### src/hdl/mac_coll_pkg.sv
// Purpose: shared constants for the collision statistics and mgmt status
//          register block.
// Assumes: AXI4-Lite register bus with 32-bit data, byte addressing.
// Notes:   each register page except the interrupt page holds base, clear, set and invert words.
package mac_coll_pkg;
   // address layout: bits [5:4] pick the page, bits [3:2] the alias op
   localparam int ADDR_W = 8;
   localparam logic [7:0] OFS_COUNT = 8'h00; // multi_collision_frame_count
   localparam logic [7:0] OFS_CLRT = 8'h10; // collision_window_retry_limit
   localparam logic [7:0] OFS_MIND = 8'h20; // mgmt_link_indicators
   localparam logic [7:0] OFS_IRQ_STAT = 8'h30; // sticky events, write 1 clears
   localparam logic [7:0] OFS_IRQ_MASK = 8'h34; // interrupt enables
   localparam int PAGE_LSB = 4;
   localparam int OP_LSB = 2;
   localparam logic [1:0] PAGE_COUNT = 2'h0;
   localparam logic [1:0] PAGE_CLRT = 2'h1;
   localparam logic [1:0] PAGE_MIND = 2'h2;
   localparam logic [1:0] PAGE_IRQ = 2'h3;
   // alias operations at base plus 0x4, 0x8 and 0xc
   localparam logic [1:0] OP_STORE = 2'h0;
   localparam logic [1:0] OP_CLR = 2'h1;
   localparam logic [1:0] OP_SET = 2'h2;
   localparam logic [1:0] OP_INV = 2'h3;
   // collision window / retry limit fields
   localparam int CWIN_LSB = 8;
   localparam int CWIN_W = 6;
   localparam int RETRANSMIT_LIMIT_LSB = 0;
   localparam int RETRANSMIT_LIMIT_W = 4;
   localparam logic [5:0] CWIN_RESET = 6'h37; // 55 bytes incl. preamble/SFD
   localparam logic [3:0] RETRANSMIT_LIMIT_RESET = 4'hf;
   localparam int CNT_W = 16;
   // indicator bit positions
   localparam int IND_BUSY = 0;
   localparam int IND_SCAN = 1;
   localparam int IND_PEND = 2;
   localparam int IND_LINK = 3;
   localparam int IND_W = 4;
   // interrupt event bits
   localparam int EV_COUNT = 0;
   localparam int EV_ABORT = 1;
   localparam int EV_LINK = 2;
   localparam int EV_W = 3;
   // byte enable patterns accepted for writes
   localparam logic [3:0] STRB_WORD = 4'hf;
   localparam logic [3:0] STRB_LOW = 4'h3;
   localparam logic [3:0] STRB_HIGH = 4'hc;
   localparam logic [31:0] MASK_LOW = 32'h0000ffff;
   localparam logic [31:0] MASK_HIGH = 32'hffff0000;
   localparam logic [1:0] RESP_OKAY = 2'h0;
   localparam logic [1:0] RESP_SLVERR = 2'h2;
endpackage : mac_coll_pkg

### src/hdl/mac_coll_mgmt_regs.sv
// Purpose: collision statistics, back-off configuration and management
//          indicator registers of an Ethernet MAC, on an AXI4-Lite slave.
// Assumes: tx and management engine strobes are on CLOCK (50 MHz).
// Notes:   outputs all come from flip-flops.
`timescale 1ns/1ps
`default_nettype none
module mac_coll_mgmt_regs
   import mac_coll_pkg::*;
(
   input wire logic CLOCK,
   input wire logic RST_B,
   input wire logic [ADDR_W-1:0] S_AXI_AWADDR,
   input wire logic S_AXI_AWVALID,
   output logic S_AXI_AWREADY,
   input wire logic [31:0] S_AXI_WDATA,
   input wire logic [3:0] S_AXI_WSTRB,
   input wire logic S_AXI_WVALID,
   output logic S_AXI_WREADY,
   output logic [1:0] S_AXI_BRESP,
   output logic S_AXI_BVALID,
   input wire logic S_AXI_BREADY,
   input wire logic [ADDR_W-1:0] S_AXI_ARADDR,
   input wire logic S_AXI_ARVALID,
   output logic S_AXI_ARREADY,
   output logic [31:0] S_AXI_RDATA,
   output logic [1:0] S_AXI_RRESP,
   output logic S_AXI_RVALID,
   input wire logic S_AXI_RREADY,
   input wire logic TX_MULTI_COLL_DONE,
   input wire logic TX_START,
   input wire logic TX_COLLISION,
   input wire logic PHY_STATUS_STROBE,
   input wire logic PHY_LINK_FAIL,
   input wire logic MGMT_READ_PENDING,
   input wire logic MGMT_SCAN_ACTIVE,
   input wire logic MGMT_ENGINE_BUSY,
   output logic [CWIN_W-1:0] COLLISION_WINDOW,
   output logic TX_RETRY,
   output logic TX_ABORT_EXCESS,
   output logic IRQ
);

   // byte lanes of a write; a single byte or odd mix gives no lanes
   function automatic logic [31:0] strb_mask(input logic [3:0] s);
      logic [31:0] m;
      m = '0;
      case (s)
         STRB_WORD: m = MASK_LOW | MASK_HIGH;
         STRB_LOW: m = MASK_LOW;
         STRB_HIGH: m = MASK_HIGH;
         default: m = '0;
      endcase
      return m;
   endfunction : strb_mask

   // store, clear, set or invert the lanes in m
   function automatic logic [31:0] alias_op(input logic [31:0] old,
      input logic [31:0] d, input logic [31:0] m, input logic [1:0] op);
      logic [31:0] r;
      r = old;
      case (op)
         OP_STORE: r = (old & ~m) | (d & m);
         OP_CLR: r = old & ~(d & m);
         OP_SET: r = old | (d & m);
         OP_INV: r = old ^ (d & m);
         default: r = old;
      endcase
      return r;
   endfunction : alias_op

   logic awready_reg, wready_reg, bvalid_reg, arready_reg, rvalid_reg;
   logic aw_held_reg, w_held_reg;
   logic [ADDR_W-1:0] awaddr_reg;
   logic [31:0] wdata_reg, rdata_reg;
   logic [3:0] wstrb_reg;
   logic [1:0] bresp_reg, rresp_reg;
   logic [CNT_W-1:0] count_reg, count_next;
   logic [CWIN_W-1:0] cwin_reg;
   logic [RETRANSMIT_LIMIT_W-1:0] retransmit_limit_reg, attempts_reg, attempts_next;
   logic [IND_W-1:0] ind_reg, ind_next;
   logic [EV_W-1:0] irq_stat_reg, irq_stat_next, irq_mask_reg, events;
   logic retry_reg, abort_reg, irq_reg;

   // write channel handshakes and the moment a write is performed
   wire aw_take = S_AXI_AWVALID & awready_reg;
   wire w_take = S_AXI_WVALID & wready_reg;
   wire do_wr = aw_held_reg & w_held_reg & ~bvalid_reg;
   wire aw_held_next = (aw_held_reg | aw_take) & ~do_wr;
   wire w_held_next = (w_held_reg | w_take) & ~do_wr;
   wire bvalid_next = do_wr | (bvalid_reg & ~S_AXI_BREADY);
   wire [1:0] wr_page = awaddr_reg[PAGE_LSB +: 2];
   wire [1:0] wr_op = awaddr_reg[OP_LSB +: 2];
   wire wr_hit = (awaddr_reg[ADDR_W-1:PAGE_LSB+2] == '0) &&
                 (awaddr_reg[1:0] == 2'h0) &&
                 ((wr_page != PAGE_IRQ) || (wr_op[1] == 1'b0));
   wire [31:0] wmask = strb_mask(wstrb_reg);
   wire wr_count = do_wr & wr_hit & (wr_page == PAGE_COUNT);
   wire wr_clrt = do_wr & wr_hit & (wr_page == PAGE_CLRT);
   wire wr_mind = do_wr & wr_hit & (wr_page == PAGE_MIND);
   wire wr_istat = do_wr & wr_hit & (awaddr_reg[7:0] == OFS_IRQ_STAT);
   wire wr_imask = do_wr & wr_hit & (awaddr_reg[7:0] == OFS_IRQ_MASK);

   // read channel decode
   wire ar_take = S_AXI_ARVALID & arready_reg;
   wire rvalid_next = ar_take | (rvalid_reg & ~S_AXI_RREADY);
   wire [1:0] rd_page = S_AXI_ARADDR[PAGE_LSB +: 2];
   wire [1:0] rd_op = S_AXI_ARADDR[OP_LSB +: 2];
   wire rd_hit = (S_AXI_ARADDR[ADDR_W-1:PAGE_LSB+2] == '0) &&
                 (S_AXI_ARADDR[1:0] == 2'h0) &&
                 ((rd_page != PAGE_IRQ) || (rd_op[1] == 1'b0));
   wire [31:0] clrt_word = 32'(cwin_reg) << CWIN_LSB | 32'(retransmit_limit_reg);
   wire [31:0] rd_word =
      !rd_hit ? 32'h0 :
      (rd_page == PAGE_COUNT) ? 32'(count_reg) :
      (rd_page == PAGE_CLRT) ? clrt_word :
      (rd_page == PAGE_MIND) ? 32'(ind_reg) :
      (rd_op == 2'h0) ? 32'(irq_stat_reg) : 32'(irq_mask_reg);
   // AXI4-Lite reads always enable every byte, so lanes 0/1 are on
   wire rd_clear = ar_take & rd_hit & (rd_page == PAGE_COUNT);

   // count: software write, then clear on read, then increment
   wire [31:0] count_wr = alias_op(32'(count_reg), wdata_reg, wmask, wr_op);
   always_comb begin
      count_next = wr_count ? count_wr[CNT_W-1:0] : count_reg;
      if (rd_clear) begin
         count_next = '0;
      end
      if (TX_MULTI_COLL_DONE) begin
         count_next = count_next + 16'h0001;
      end
   end

   // configuration field updates through base or alias words
   wire [31:0] clrt_wr = alias_op(clrt_word, wdata_reg, wmask, wr_op);

   // retry tracking against the programmed limit
   wire at_limit = (attempts_reg >= retransmit_limit_reg);
   wire abort_now = TX_COLLISION & ~TX_START & at_limit;
   wire retry_now = TX_COLLISION & ~TX_START & ~at_limit;
   assign attempts_next = (TX_START | abort_now) ? '0 :
                          retry_now ? attempts_reg + 4'h1 : attempts_reg;

   // indicators follow the engine; link failure is the last PHY status or bus write, PHY status first
   wire [31:0] mind_wr = alias_op(32'(ind_reg), wdata_reg, wmask, wr_op);
   wire link_fail_next = PHY_STATUS_STROBE ? PHY_LINK_FAIL :
                         wr_mind ? mind_wr[IND_LINK] : ind_reg[IND_LINK];
   assign ind_next = {link_fail_next, MGMT_READ_PENDING, MGMT_SCAN_ACTIVE,
                      MGMT_ENGINE_BUSY};

   // sticky events; a new event wins over a write-one clear
   assign events = {link_fail_next & ~ind_reg[IND_LINK], abort_now,
                    TX_MULTI_COLL_DONE};
   wire [EV_W-1:0] istat_clr = wr_istat ? (wdata_reg[EV_W-1:0] &
                               wmask[EV_W-1:0]) : '0;
   assign irq_stat_next = (irq_stat_reg & ~istat_clr) | events;
   wire [31:0] imask_wr = alias_op(32'(irq_mask_reg), wdata_reg, wmask,
                                   OP_STORE);

   // bus handshake registers
   always_ff @(posedge CLOCK or negedge RST_B) begin
      if (!RST_B) begin
         aw_held_reg <= 1'b0;
         w_held_reg <= 1'b0;
         awready_reg <= 1'b0;
         wready_reg <= 1'b0;
         bvalid_reg <= 1'b0;
         bresp_reg <= RESP_OKAY;
         arready_reg <= 1'b0;
         rvalid_reg <= 1'b0;
         rresp_reg <= RESP_OKAY;
         rdata_reg <= '0;
      end else begin
         aw_held_reg <= aw_held_next;
         w_held_reg <= w_held_next;
         awready_reg <= ~aw_held_next & ~bvalid_next;
         wready_reg <= ~w_held_next & ~bvalid_next;
         bvalid_reg <= bvalid_next;
         if (do_wr) begin
            bresp_reg <= wr_hit ? RESP_OKAY : RESP_SLVERR;
         end
         arready_reg <= ~rvalid_next;
         rvalid_reg <= rvalid_next;
         if (ar_take) begin
            rdata_reg <= rd_word;
            rresp_reg <= rd_hit ? RESP_OKAY : RESP_SLVERR;
         end
      end
   end

   // captured write address and data
   always_ff @(posedge CLOCK or negedge RST_B) begin
      if (!RST_B) begin
         awaddr_reg <= '0;
         wdata_reg <= '0;
         wstrb_reg <= '0;
      end else begin
         if (aw_take) awaddr_reg <= S_AXI_AWADDR;
         if (w_take) begin
            wdata_reg <= S_AXI_WDATA;
            wstrb_reg <= S_AXI_WSTRB;
         end
      end
   end

   // register file and back-off state
   always_ff @(posedge CLOCK or negedge RST_B) begin
      if (!RST_B) begin
         count_reg <= '0;
         cwin_reg <= CWIN_RESET;
         retransmit_limit_reg <= RETRANSMIT_LIMIT_RESET;
         attempts_reg <= '0;
         ind_reg <= '0;
         irq_stat_reg <= '0;
         irq_mask_reg <= '0;
      end else begin
         count_reg <= count_next;
         if (wr_clrt) begin
            cwin_reg <= clrt_wr[CWIN_LSB +: CWIN_W];
            retransmit_limit_reg <= clrt_wr[RETRANSMIT_LIMIT_LSB +: RETRANSMIT_LIMIT_W];
         end
         attempts_reg <= attempts_next;
         ind_reg <= ind_next;
         irq_stat_reg <= irq_stat_next;
         if (wr_imask) irq_mask_reg <= imask_wr[EV_W-1:0];
      end
   end

   // registered outputs toward the transmit path and the interrupt line
   always_ff @(posedge CLOCK or negedge RST_B) begin
      if (!RST_B) begin
         retry_reg <= 1'b0;
         abort_reg <= 1'b0;
         irq_reg <= 1'b0;
      end else begin
         retry_reg <= retry_now;
         abort_reg <= abort_now;
         irq_reg <= |(irq_stat_reg & irq_mask_reg);
      end
   end

   assign S_AXI_AWREADY = awready_reg;
   assign S_AXI_WREADY = wready_reg;
   assign S_AXI_BVALID = bvalid_reg;
   assign S_AXI_BRESP = bresp_reg;
   assign S_AXI_ARREADY = arready_reg;
   assign S_AXI_RVALID = rvalid_reg;
   assign S_AXI_RDATA = rdata_reg;
   assign S_AXI_RRESP = rresp_reg;
   assign COLLISION_WINDOW = cwin_reg;
   assign TX_RETRY = retry_reg;
   assign TX_ABORT_EXCESS = abort_reg;
   assign IRQ = irq_reg;
endmodule : mac_coll_mgmt_regs
`default_nettype wire

### config.mk
export PLATFORM = sky130hd
export DESIGN_NAME = mac_coll_mgmt_regs
export DESIGN_NICKNAME = d
export VERILOG_FILES = /design/src/hdl/mac_coll_pkg.sv /design/src/hdl/mac_coll_mgmt_regs.sv
export SDC_FILE = /design/constraint.sdc
export NUM_CORES = 1
export LEC_CHECK = 0
export BUFFER_PORTS_ARGS = -buffer_cell sky130_fd_sc_hd__buf_2
export CORE_ASPECT_RATIO = 0.7
export CORE_UTILIZATION = 28
export CTS_BUF_LIST = sky130_fd_sc_hd__clkbuf_2 sky130_fd_sc_hd__clkbuf_4 sky130_fd_sc_hd__clkbuf_8
export DETAILED_ROUTE_END_ITERATION = 7
export GPL_TIMING_DRIVEN = 0
export PLACE_DENSITY = 0.43
export SLEW_MARGIN = 0
export SYNTH_ARGS = -nofsm -noshare
export SYNTH_HDL_FRONTEND = slang
export SYNTH_SLANG_ARGS = --single-unit
### constraint.sdc
create_clock -name CLOCK -period 4 [get_ports CLOCK]
set_clock_uncertainty 0.2 [all_clocks]
set_input_delay 0.4 -clock CLOCK [delete_from_list [all_inputs] [get_ports CLOCK]]
set_output_delay 0.4 -clock CLOCK [all_outputs]
set_load 0.01 [all_outputs]
### After elaboration in Yosys (flattened, before gate mapping)

Index checks and enable logic that the tools add are counted.
Widths: inputs -> output; s select.

* add/subtract/negate cells: 2
* magnitude comparators: 1
* equal/unequal tests: 14
* mux-type cells: 19
* bitwise logic cells: 67
* reduce and logical (&&, ||, !) cells: 16

Operators with widths (number)
* $mux 16: 5
* $pmux 16 s4: 1
* $pmux 14 s4: 1
* $and 16x16->16: 3
* $pmux 16 s3: 1
* $not 16->16: 2
* $or 16x16->16: 2
* $and 14x14->14: 2
* $or 14x14->14: 2
* $and 1x1->1: 23
* $add 16x1->16 const B: 1
* $eq 8x6->1 const B: 2
* $logic_not 2->1: 8
* $pmux 4 s4: 1
* $xor 16x16->16: 1
* $mux 14: 1
* $or 14x4->14: 1
* $xor 14x14->14: 1
* $not 1->1: 13
* $and 3x3->3: 4
* $mux 4: 3
* $and 4x4->4: 2
* $eq 2x2->1 const B: 4
* $eq 4x4->1 const B: 2
* other kinds (17): 33

* register bits: 114
* bits of input ports: 67
* output and inout port bits: 50
* word-level logic and storage cells: 142

### Depth between registers and ports, before layout

Gate-level depths: netlist of the first run.

* depth after elaboration: 10
* gate-level depth with buffers: 15

### Worst setup path after synthesis of the first run

Ideal clock, no wire load.

* kind: register to register
* start point: register wstrb_reg[3]
* end point: register count_reg[11]
* setup time: 0.077 ns
* arrival time: 3.253 ns
* data required time: 3.723 ns
* setup slack: 0.470 ns
* cell stages (with the launch flop): 14
* path buffers: 2
* period minus slack after synthesis: 3.530 ns
* cells stage by stage: dfrtp_1 xor2_1 nor2_1 clkbuf_1 clkbuf_1 nand2_1 ha_1 and2_1 o21ai_0 nand3_1 o22ai_4 nand4b_4 or4_1 a21oi_1

* longest elaborated chain between the ends: 10
* elaborated cells on any way between the ends: 17
* those cells by class: 1 x add/sub; 3 x eq/ne; 5 x mux; 8 x bitwise

RTL lines
* from (decl): RTL line mac_coll_mgmt_regs.sv:75 `logic [3:0] wstrb_reg;`
* from (signal assigned): RTL line mac_coll_mgmt_regs.sv:195 `wstrb_reg <= '0;`
* from (signal assigned): RTL line mac_coll_mgmt_regs.sv:200 `wstrb_reg <= S_AXI_WSTRB;`
* $eq 4x4->1 / $eq 4x2->1 (equally long branches): RTL line mac_coll_mgmt_regs.sv:47 `case (s)`
* $pmux 16 s3 (*): RTL line mac_coll_mgmt_regs.sv:47
* $and 16x16->16 / $not 16->16 (equally long branches)
* $not 16->16 / $and 16x16->16 (equally long branches)
* $and 16x16->16 / $or 16x16->16 (equally long branches): RTL line mac_coll_mgmt_regs.sv:63, mac_coll_mgmt_regs.sv:62
* $pmux 16 s4 (*): RTL line mac_coll_mgmt_regs.sv:61 `case (op)`
* $mux 16 (*): RTL line mac_coll_mgmt_regs.sv:124 `count_next = wr_count ? count_wr[CNT_W-1:0] : count_reg;`
* $mux 16 (*): RTL line mac_coll_mgmt_regs.sv:125 `if (rd_clear) begin`
* $add 16x1->16: RTL line mac_coll_mgmt_regs.sv:129 `count_next = count_next + 16'h0001;`
* $mux 16 (*): RTL line mac_coll_mgmt_regs.sv:128 `if (TX_MULTI_COLL_DONE) begin`
* via count_next[11]: RTL line mac_coll_mgmt_regs.sv:77 `logic [CNT_W-1:0] count_reg, count_next;`
* to (signal assigned): RTL line mac_coll_mgmt_regs.sv:216 `count_reg <= count_next;`
* to (decl): RTL line mac_coll_mgmt_regs.sv:77

The timed path passes the listed nets; every way through them passes the cells marked *.
A chain may end at the register's enable or synchronous reset.

### Worst setup path in the final report of the first run

* start point: register wstrb_reg[3]
* end point: register count_reg[13]

The elaborated chain is that of the path after synthesis.

==> flow_metrics.py, run 1 <==
metrics = {
    "critical_path": {
        "crit_family": "simple AND/OR/NAND/NOR gates",
        "cp-end-kind": "flop",
        "r2r_setup_slack_ps": 210,
        "cp.required_ps": 4120,
        "crit_path_start_kind": "flop",
        "worstPathCellList": "xor2_1, nor2_2, buf_6, buf_6, nand2_1, ha_1, nand2b_1, a32oi_1, o21ai_0, a222oi_1, nand4_1, or4_1, a21oi_1",
        "worstRegToRegCells": 13,
        "crit_arrival_ps": 3910,
        "critPathMostFrequentCell": "buf_6",
        "r2r-start": "wstrb_reg[3]$_DFFE_PN0P_",
        "max_stage_delay_ps": 560,
        "path_class": "flop to flop",
        "crit_path_max_fanout": 10,
        "cp_slowest_cell": "or4_1",
        "critPathBufInv": 2,
        "rr_endpoint": "count_reg[13]$_DFF_PN0_",
    },
    "placement": {
        "dp_hpwl_um": 15200,
        "finalWeightedCongestion": 0.8928,
        "pre_cts_ws_ps": -628.7,
        "dp_cells": 1018,
        "port_buffers": 81,
    },
    "timing": {
        "fin_tns_setup_ps": 0,
        "max_slew_margin": 0.1916,
        "slew_violations": 0,
        "fmax_mhz": 263.9,
        "max_slew.worst_pin.slew_ps": 1203,
        "finalSetupViolations": 0,
        "rsz0062_at_grt": "no",
        "layout_setup_ws_ps": 210.8,
        "fin_crit_sh": 0.9473,
        "hold_violations": 0,
        "hold_ws_ps": 32.10,
        "post-route-min-period_ps": 3789,
    },
    "floorplanning": {
        "core-area_um2": 21140,
        "rows": 44,
        "dieHeight_um": 126.0,
        "io_pins": 117,
        "initial_core_util": 0.2909,
        "dieArea_um2": 22570,
        "die_width_um": 179.1,
    },
    "clocking": {
        "cts_made_buffers": 9,
        "cts_max_level": 3,
        "clock_tree.root_cell": "clkbuf_8",
        "cts_tree": "built",
        "worst_skew_pair.late_latency_ps": 400,
        "clk_pin_slew_worst_paths_ps": 100,
        "cts_sinks": 96,
        "clock_path_buffers": 2,
    },
    "synthesis": {
        "synth_area_leaders": "dfrtp_1 35%, ha_1 8.7%, mux2_2 5.9%",
        "netlist_instances": 643,
        "synth_commonest_cells": "87 x dfrtp_1, 79 x nand2_1, 45 x o21ai_0",
        "synth_ff_type": "dfrtp_1",
        "ys_seq_area_frac": 0.3925,
        "avgSynthCellArea_um2": 9.564,
        "async_reset_ff_frac": 1.000,
        "ys_warn_count": 0,
        "ys_seq_elements": 96,
        "yosysUniqueCellTypes": 74,
        "yosys.cell_count.top_type": "dfrtp_1",
        "synth_area_um2": 6150,
        "yosysTopAreaCellShare": 0.3540,
        "synth_edf_count": 0,
        "synth_largest_area_cell": "dfrtp_1",
    },
    "drt": {
        "totalWireLength_um": 19600,
        "viasPerCell": 4.942,
        "ant_nets": 0,
        "num_vias": 5145,
        "drt-initial-drc-count": 387,
        "firstDrtPassIters": 7,
        "wl_per_cell_um": 18.83,
        "route.detailed.drc": 16,
    },
    "global_route": {
        "grtUsageTotal": 0.1827,
        "grt_pass1_vias": 4979,
        "grt_pass1_wl_um": 30220,
        "antenna_found_initial": 0,
        "grt_overflow": 0,
        "grt_max_degree": 56,
    },
    "flow_run": {
        "drv_cap": 0,
    },
    "cells_and_area": {
        "nets": 870,
        "diodes": 0,
        "drive_gt1_frac": 0.2667,
        "post-route-util": 0.3452,
        "syn_to_final_growth_pct": 18.68,
        "final_cells": 1041,
    },
    "run_status": {
        "violations": "DRC",
        "status": "complete, but fails checks",
    },
    "worst_hold_path": {
        "hp-class": "input pin to flop",
        "hold_depth": 2,
        "worstHoldStart": "S_AXI_WDATA[4]",
        "hold_path_end": "wdata_reg[4]$_DFFE_PN0P_",
    },
    "power": {
        "power_density_nw_per_um2": 651.5,
        "p_leak_uw": 0.003270,
        "ir_worst_vdd_mv": 0.3038,
    },
}
-- cell usage in the layout, fill, tap and decap left out, drive strengths merged, types with 4 or more instances in the layout --
cell type	n
buf	121
dfrtp	87
nand2	79
o21ai	49
ha	43
clkbuf	33
mux2	32
a21oi	31
inv	29
nor2	29
conb	18
mux2i	15
nand2b	14
nand3	12
a21o	11
a211oi	11
dfstp	9
nand4	9
a31oi	9
nor3	9
nor4	9
a22o	8
xor2	7
xnor2	7
dlygate4sd3	6
o211ai	6
a22oi	5
or4	5
or2	4
nor2b	4
and2	4
o31ai	4
o22ai	4
-- how the worst max path moves through the flow --
stage,startpoint,to,slack (ps),cells past startpoint
2_1_floorplan,wstrb_reg[3]$_DFFE_PN0P_,count_reg[11]$_DFF_PN0_,470,13
3_3_place_gp,wstrb_reg[3]$_DFFE_PN0P_,count_reg[13]$_DFF_PN0_,-580,12
3_5_place_dp,wstrb_reg[3]$_DFFE_PN0P_,count_reg[13]$_DFF_PN0_,-630,12
4_1_cts,wstrb_reg[3]$_DFFE_PN0P_,count_reg[13]$_DFF_PN0_,10,12
5_1_grt,wstrb_reg[3]$_DFFE_PN0P_,count_reg[13]$_DFF_PN0_,1,13
6_report,wstrb_reg[3]$_DFFE_PN0P_,count_reg[13]$_DFF_PN0_,210,13
-- stage by stage --
stage | area [µm²] | total power [µW]
final | 7298 | 4755
after global routing | 7298 | 5154
after CTS | 7272 | 4740
after detailed placement | 6994 | 4012
after global placement | 6964 | 3952
after floorplan | 6213 | 3173
-- timing repair --
action	4_1_cts	5_1_grt
hold buffers	6	0
setup buffers	0	1
gates resized for setup	5	7
endpoints found under the setup margin	13	7
pin swaps	1	3
hold endpoints to repair	44	0
-- power by group --
part           internal [µW]  switching [µW]  leakage, µW
combinational            946            1420      0.00201
sequential              1290             408      0.00116
clock                    323             366     0.000104
total                   2560            2200      0.00327
-- routing by layer --
metal	part of all wire	track usage	wire [µm]	up-vias
met5	0	0	0	-
met1	0.55	0.2980	10760	2447
met4	0.0087	0.03905	170	0
met3	0.071	0.04408	1397	12
li1	-	-	-	2501
met2	0.37	0.2333	7269	185
-- area by class of cell --
class                   count  area, µm²
plain buffers              60      396.6
clock buffers              12      152.6
clock inverters             4      55.05
fillers                  2188      13840
inverters                  30      112.6
multi-input cells         474       3318
flip-flops and latches     96       2415
well taps                 276      345.3
repair buffers             89      503.0
-- cells by family (layout without fill, tap and decap cells) --
| family | after synthesis | in the layout | synth area share |
|---|---|---|---|
| simple gates | 192 | 192 | 0.1611 |
| compound gates | 160 | 160 | 0.1738 |
| flops | 96 | 96 | 0.3925 |
| buf+inv | 90 | 195 | 0.08037 |
| mux | 47 | 47 | 0.08301 |
| fa+ha+maj | 43 | 43 | 0.08749 |
| xor+xnor | 14 | 14 | 0.02116 |
| other cells | 1 | 18 | 0.0006098 |
Power figures use the tool's default switching activity.
==> inputs of run 2 (changes only) <==
--- a/config.mk
+++ b/config.mk
@@ -11,6 +11,7 @@
 export CTS_BUF_LIST = sky130_fd_sc_hd__clkbuf_2 sky130_fd_sc_hd__clkbuf_4 sky130_fd_sc_hd__clkbuf_8
 export DETAILED_ROUTE_END_ITERATION = 7
 export GPL_TIMING_DRIVEN = 0
+export MAX_ROUTING_LAYER = met4
 export PLACE_DENSITY = 0.43
 export SLEW_MARGIN = 0
 export SYNTH_ARGS = -nofsm -noshare
==> flow_metrics.py, run 2 (synthesis gave the netlist of run 1 again) <==
metrics = {
    "cells_and_area": {
        "n_fill_cell": 2234,
        "drive_gt1_frac": 0.2689,
        "diodes": 0,
        "syn_to_final_growth_pct": 18.78,
        "nets": 871,
        "mostFrequentLayoutCells": "86 x dfrtp_1, 82 x buf_2, 79 x nand2_1, 45 x o21ai_0, 43 x ha_1",
        "final_common_cell": "dfrtp_1",
        "post-route-util": 0.3455,
    },
    "run_status": {
        "violations": "DRC",
        "status": "complete, but fails checks",
    },
    "power": {
        "p_leak_uw": 0.003277,
        "power_uw": 4764,
        "ir_worst_vdd_mv": 0.2691,
        "power_density_nw_per_um2": 652.2,
    },
    "critical_path": {
        "crit_path_start_kind": "flop",
        "path_class": "flop to flop",
        "cp.required_ps": 4130,
        "crit_arrival_ps": 3930,
        "cp-end-kind": "flop",
        "crit_path_max_fanout": 10,
    },
    "drt": {
        "firstDrtPassIters": 8,
        "num_vias": 5217,
        "ant_nets": 0,
        "totalWireLength_um": 19780,
        "viasPerCell": 5.007,
        "drt-initial-drc-count": 424,
        "wl_per_cell_um": 18.99,
        "route.detailed.drc": 16,
    },
    "global_route": {
        "grt_overflow": 0,
        "grt_pass1_vias": 5045,
        "grt_max_degree": 54,
        "antenna_found_initial": 0,
        "grtUsageTotal": 0.1885,
        "grt_pass1_wl_um": 30260,
    },
    "clocking": {
        "cts_sinks": 96,
        "clock_path_buffers": 2,
        "clk_pin_slew_worst_paths_ps": 90,
        "clock_tree.root_cell": "clkbuf_8",
        "cts_max_level": 3,
        "cts_made_buffers": 9,
        "cts_tree": "built",
        "worst_skew_pair.late_latency_ps": 400,
    },
    "timing": {
        "slew_violations": 0,
        "fin_tns_setup_ps": 0,
        "fin_crit_sh": 0.9495,
        "max_slew_margin": 0.2277,
        "post-route-min-period_ps": 3798,
        "layout_setup_ws_ps": 202.0,
        "fmax_mhz": 263.3,
        "rsz0062_at_grt": "no",
        "max_slew.worst_pin.slew_ps": 1149,
        "hold_violations": 0,
        "finalSetupViolations": 0,
    },
    "floorplanning": {
        "dieArea_um2": 22570,
        "io_pins": 117,
        "core-area_um2": 21140,
        "rows": 44,
        "dieHeight_um": 126.0,
        "die_width_um": 179.1,
        "initial_core_util": 0.2909,
    },
    "placement": {
        "pre_cts_ws_ps": -613.5,
        "finalWeightedCongestion": 0.9100,
        "port_buffers": 81,
        "dp_hpwl_um": 15390,
    },
    "flow_run": {
        "drv_cap": 0,
    },
    "worst_hold_path": {
        "hp-class": "input pin to flop",
    },
}
## run 2: timing repair
| action | CTS | global route |
|---|---|---|
| endpoints found under the setup margin | 13 | 4 |
| hold buffers | 6 | 0 |
| pin swaps | 3 | 2 |
| resized for setup | 5 | 7 |
| hold endpoints to repair | 46 | 0 |
| setup buffers | 2 | 0 |
## run 2: worst max-delay path, stage by stage, from the launching register on
cell      delay (ps)
dfrtp_2          460
xor2_2           210
nor2_2           160
buf_4            210
buf_6            180
nand2_1          110
ha_1             280
nand2b_1         160
a32oi_1          210
o21ai_0          130
a222oi_1         400
nand4_1          270
or4_1            580
a21oi_2          160
## run 2: path summary, 6_finish.rpt
| kind | start | endpoint | depth (start not counted) | slack, ps |
|---|---|---|---|---|
| max in group asynchronous | RST_B | async pin | 3 | 2530 |
| min reg2reg | S_AXI_RDATA[2]$_DFFE_PN0P_ | S_AXI_RDATA[2]$_DFFE_PN0P_ | 2 | 280 |
| min in group asynchronous | RST_B | ind_reg[2]$_DFF_PN0_ | 2 | 350 |
| max reg2reg | wstrb_reg[3]$_DFFE_PN0P_ | count_reg[13]$_DFF_PN0_ | 13 | 200 |
| max | wstrb_reg[3]$_DFFE_PN0P_ | count_reg[13]$_DFF_PN0_ | 13 | 200 |
| min | S_AXI_WSTRB[2] | wstrb_reg[2]$_DFFE_PN0P_ | 2 | 30 |
## run 2: metal layers
metal / GRT usage / up-vias / wire length [µm]
met5: - / - / 0
met4: 0.04103 / 0 / 228
met3: 0.04197 / 14 / 1395
li1: - / 2502 / -
met2: 0.2367 / 184 / 7449
met1: 0.2965 / 2517 / 10710
## run 2: cell type report
cell class,instances,area (µm²),share of cell area
sequential,96,2415,0.3306
clock inverter,4,52.55,0.007194
buffer,60,392.9,0.05379
clock buffer,12,152.6,0.02090
multi-input combinational,474,3323,0.4550
tap,276,345.3,0.04728
inverter,30,112.6,0.01542
timing repair buffer,90,510.5,0.06989
## run 2: power breakdown
group          switching (µW)  total [µW]  internal (µW)  leakage (µW)
registers                 409        1700           1290       0.00116
clock network             373         696            323      0.000108
logic                    1420        2370            947       0.00201
## run 2: per-stage QoR
| step | std cells | instance area (µm²) | hold slack, ps |
|---|---|---|---|
| 6_report | 1042 | 7305 | 26.50 |
| 3_5_place_dp | 1018 | 6994 | 256.2 |
| 4_1_cts | 1042 | 7284 | 1.437 |
| 2_1_floorplan | 660 | 6213 | -95.59 |
| 3_3_place_gp | 1017 | 6964 | 263.6 |
| 5_1_grt | 1042 | 7305 | 5.909 |
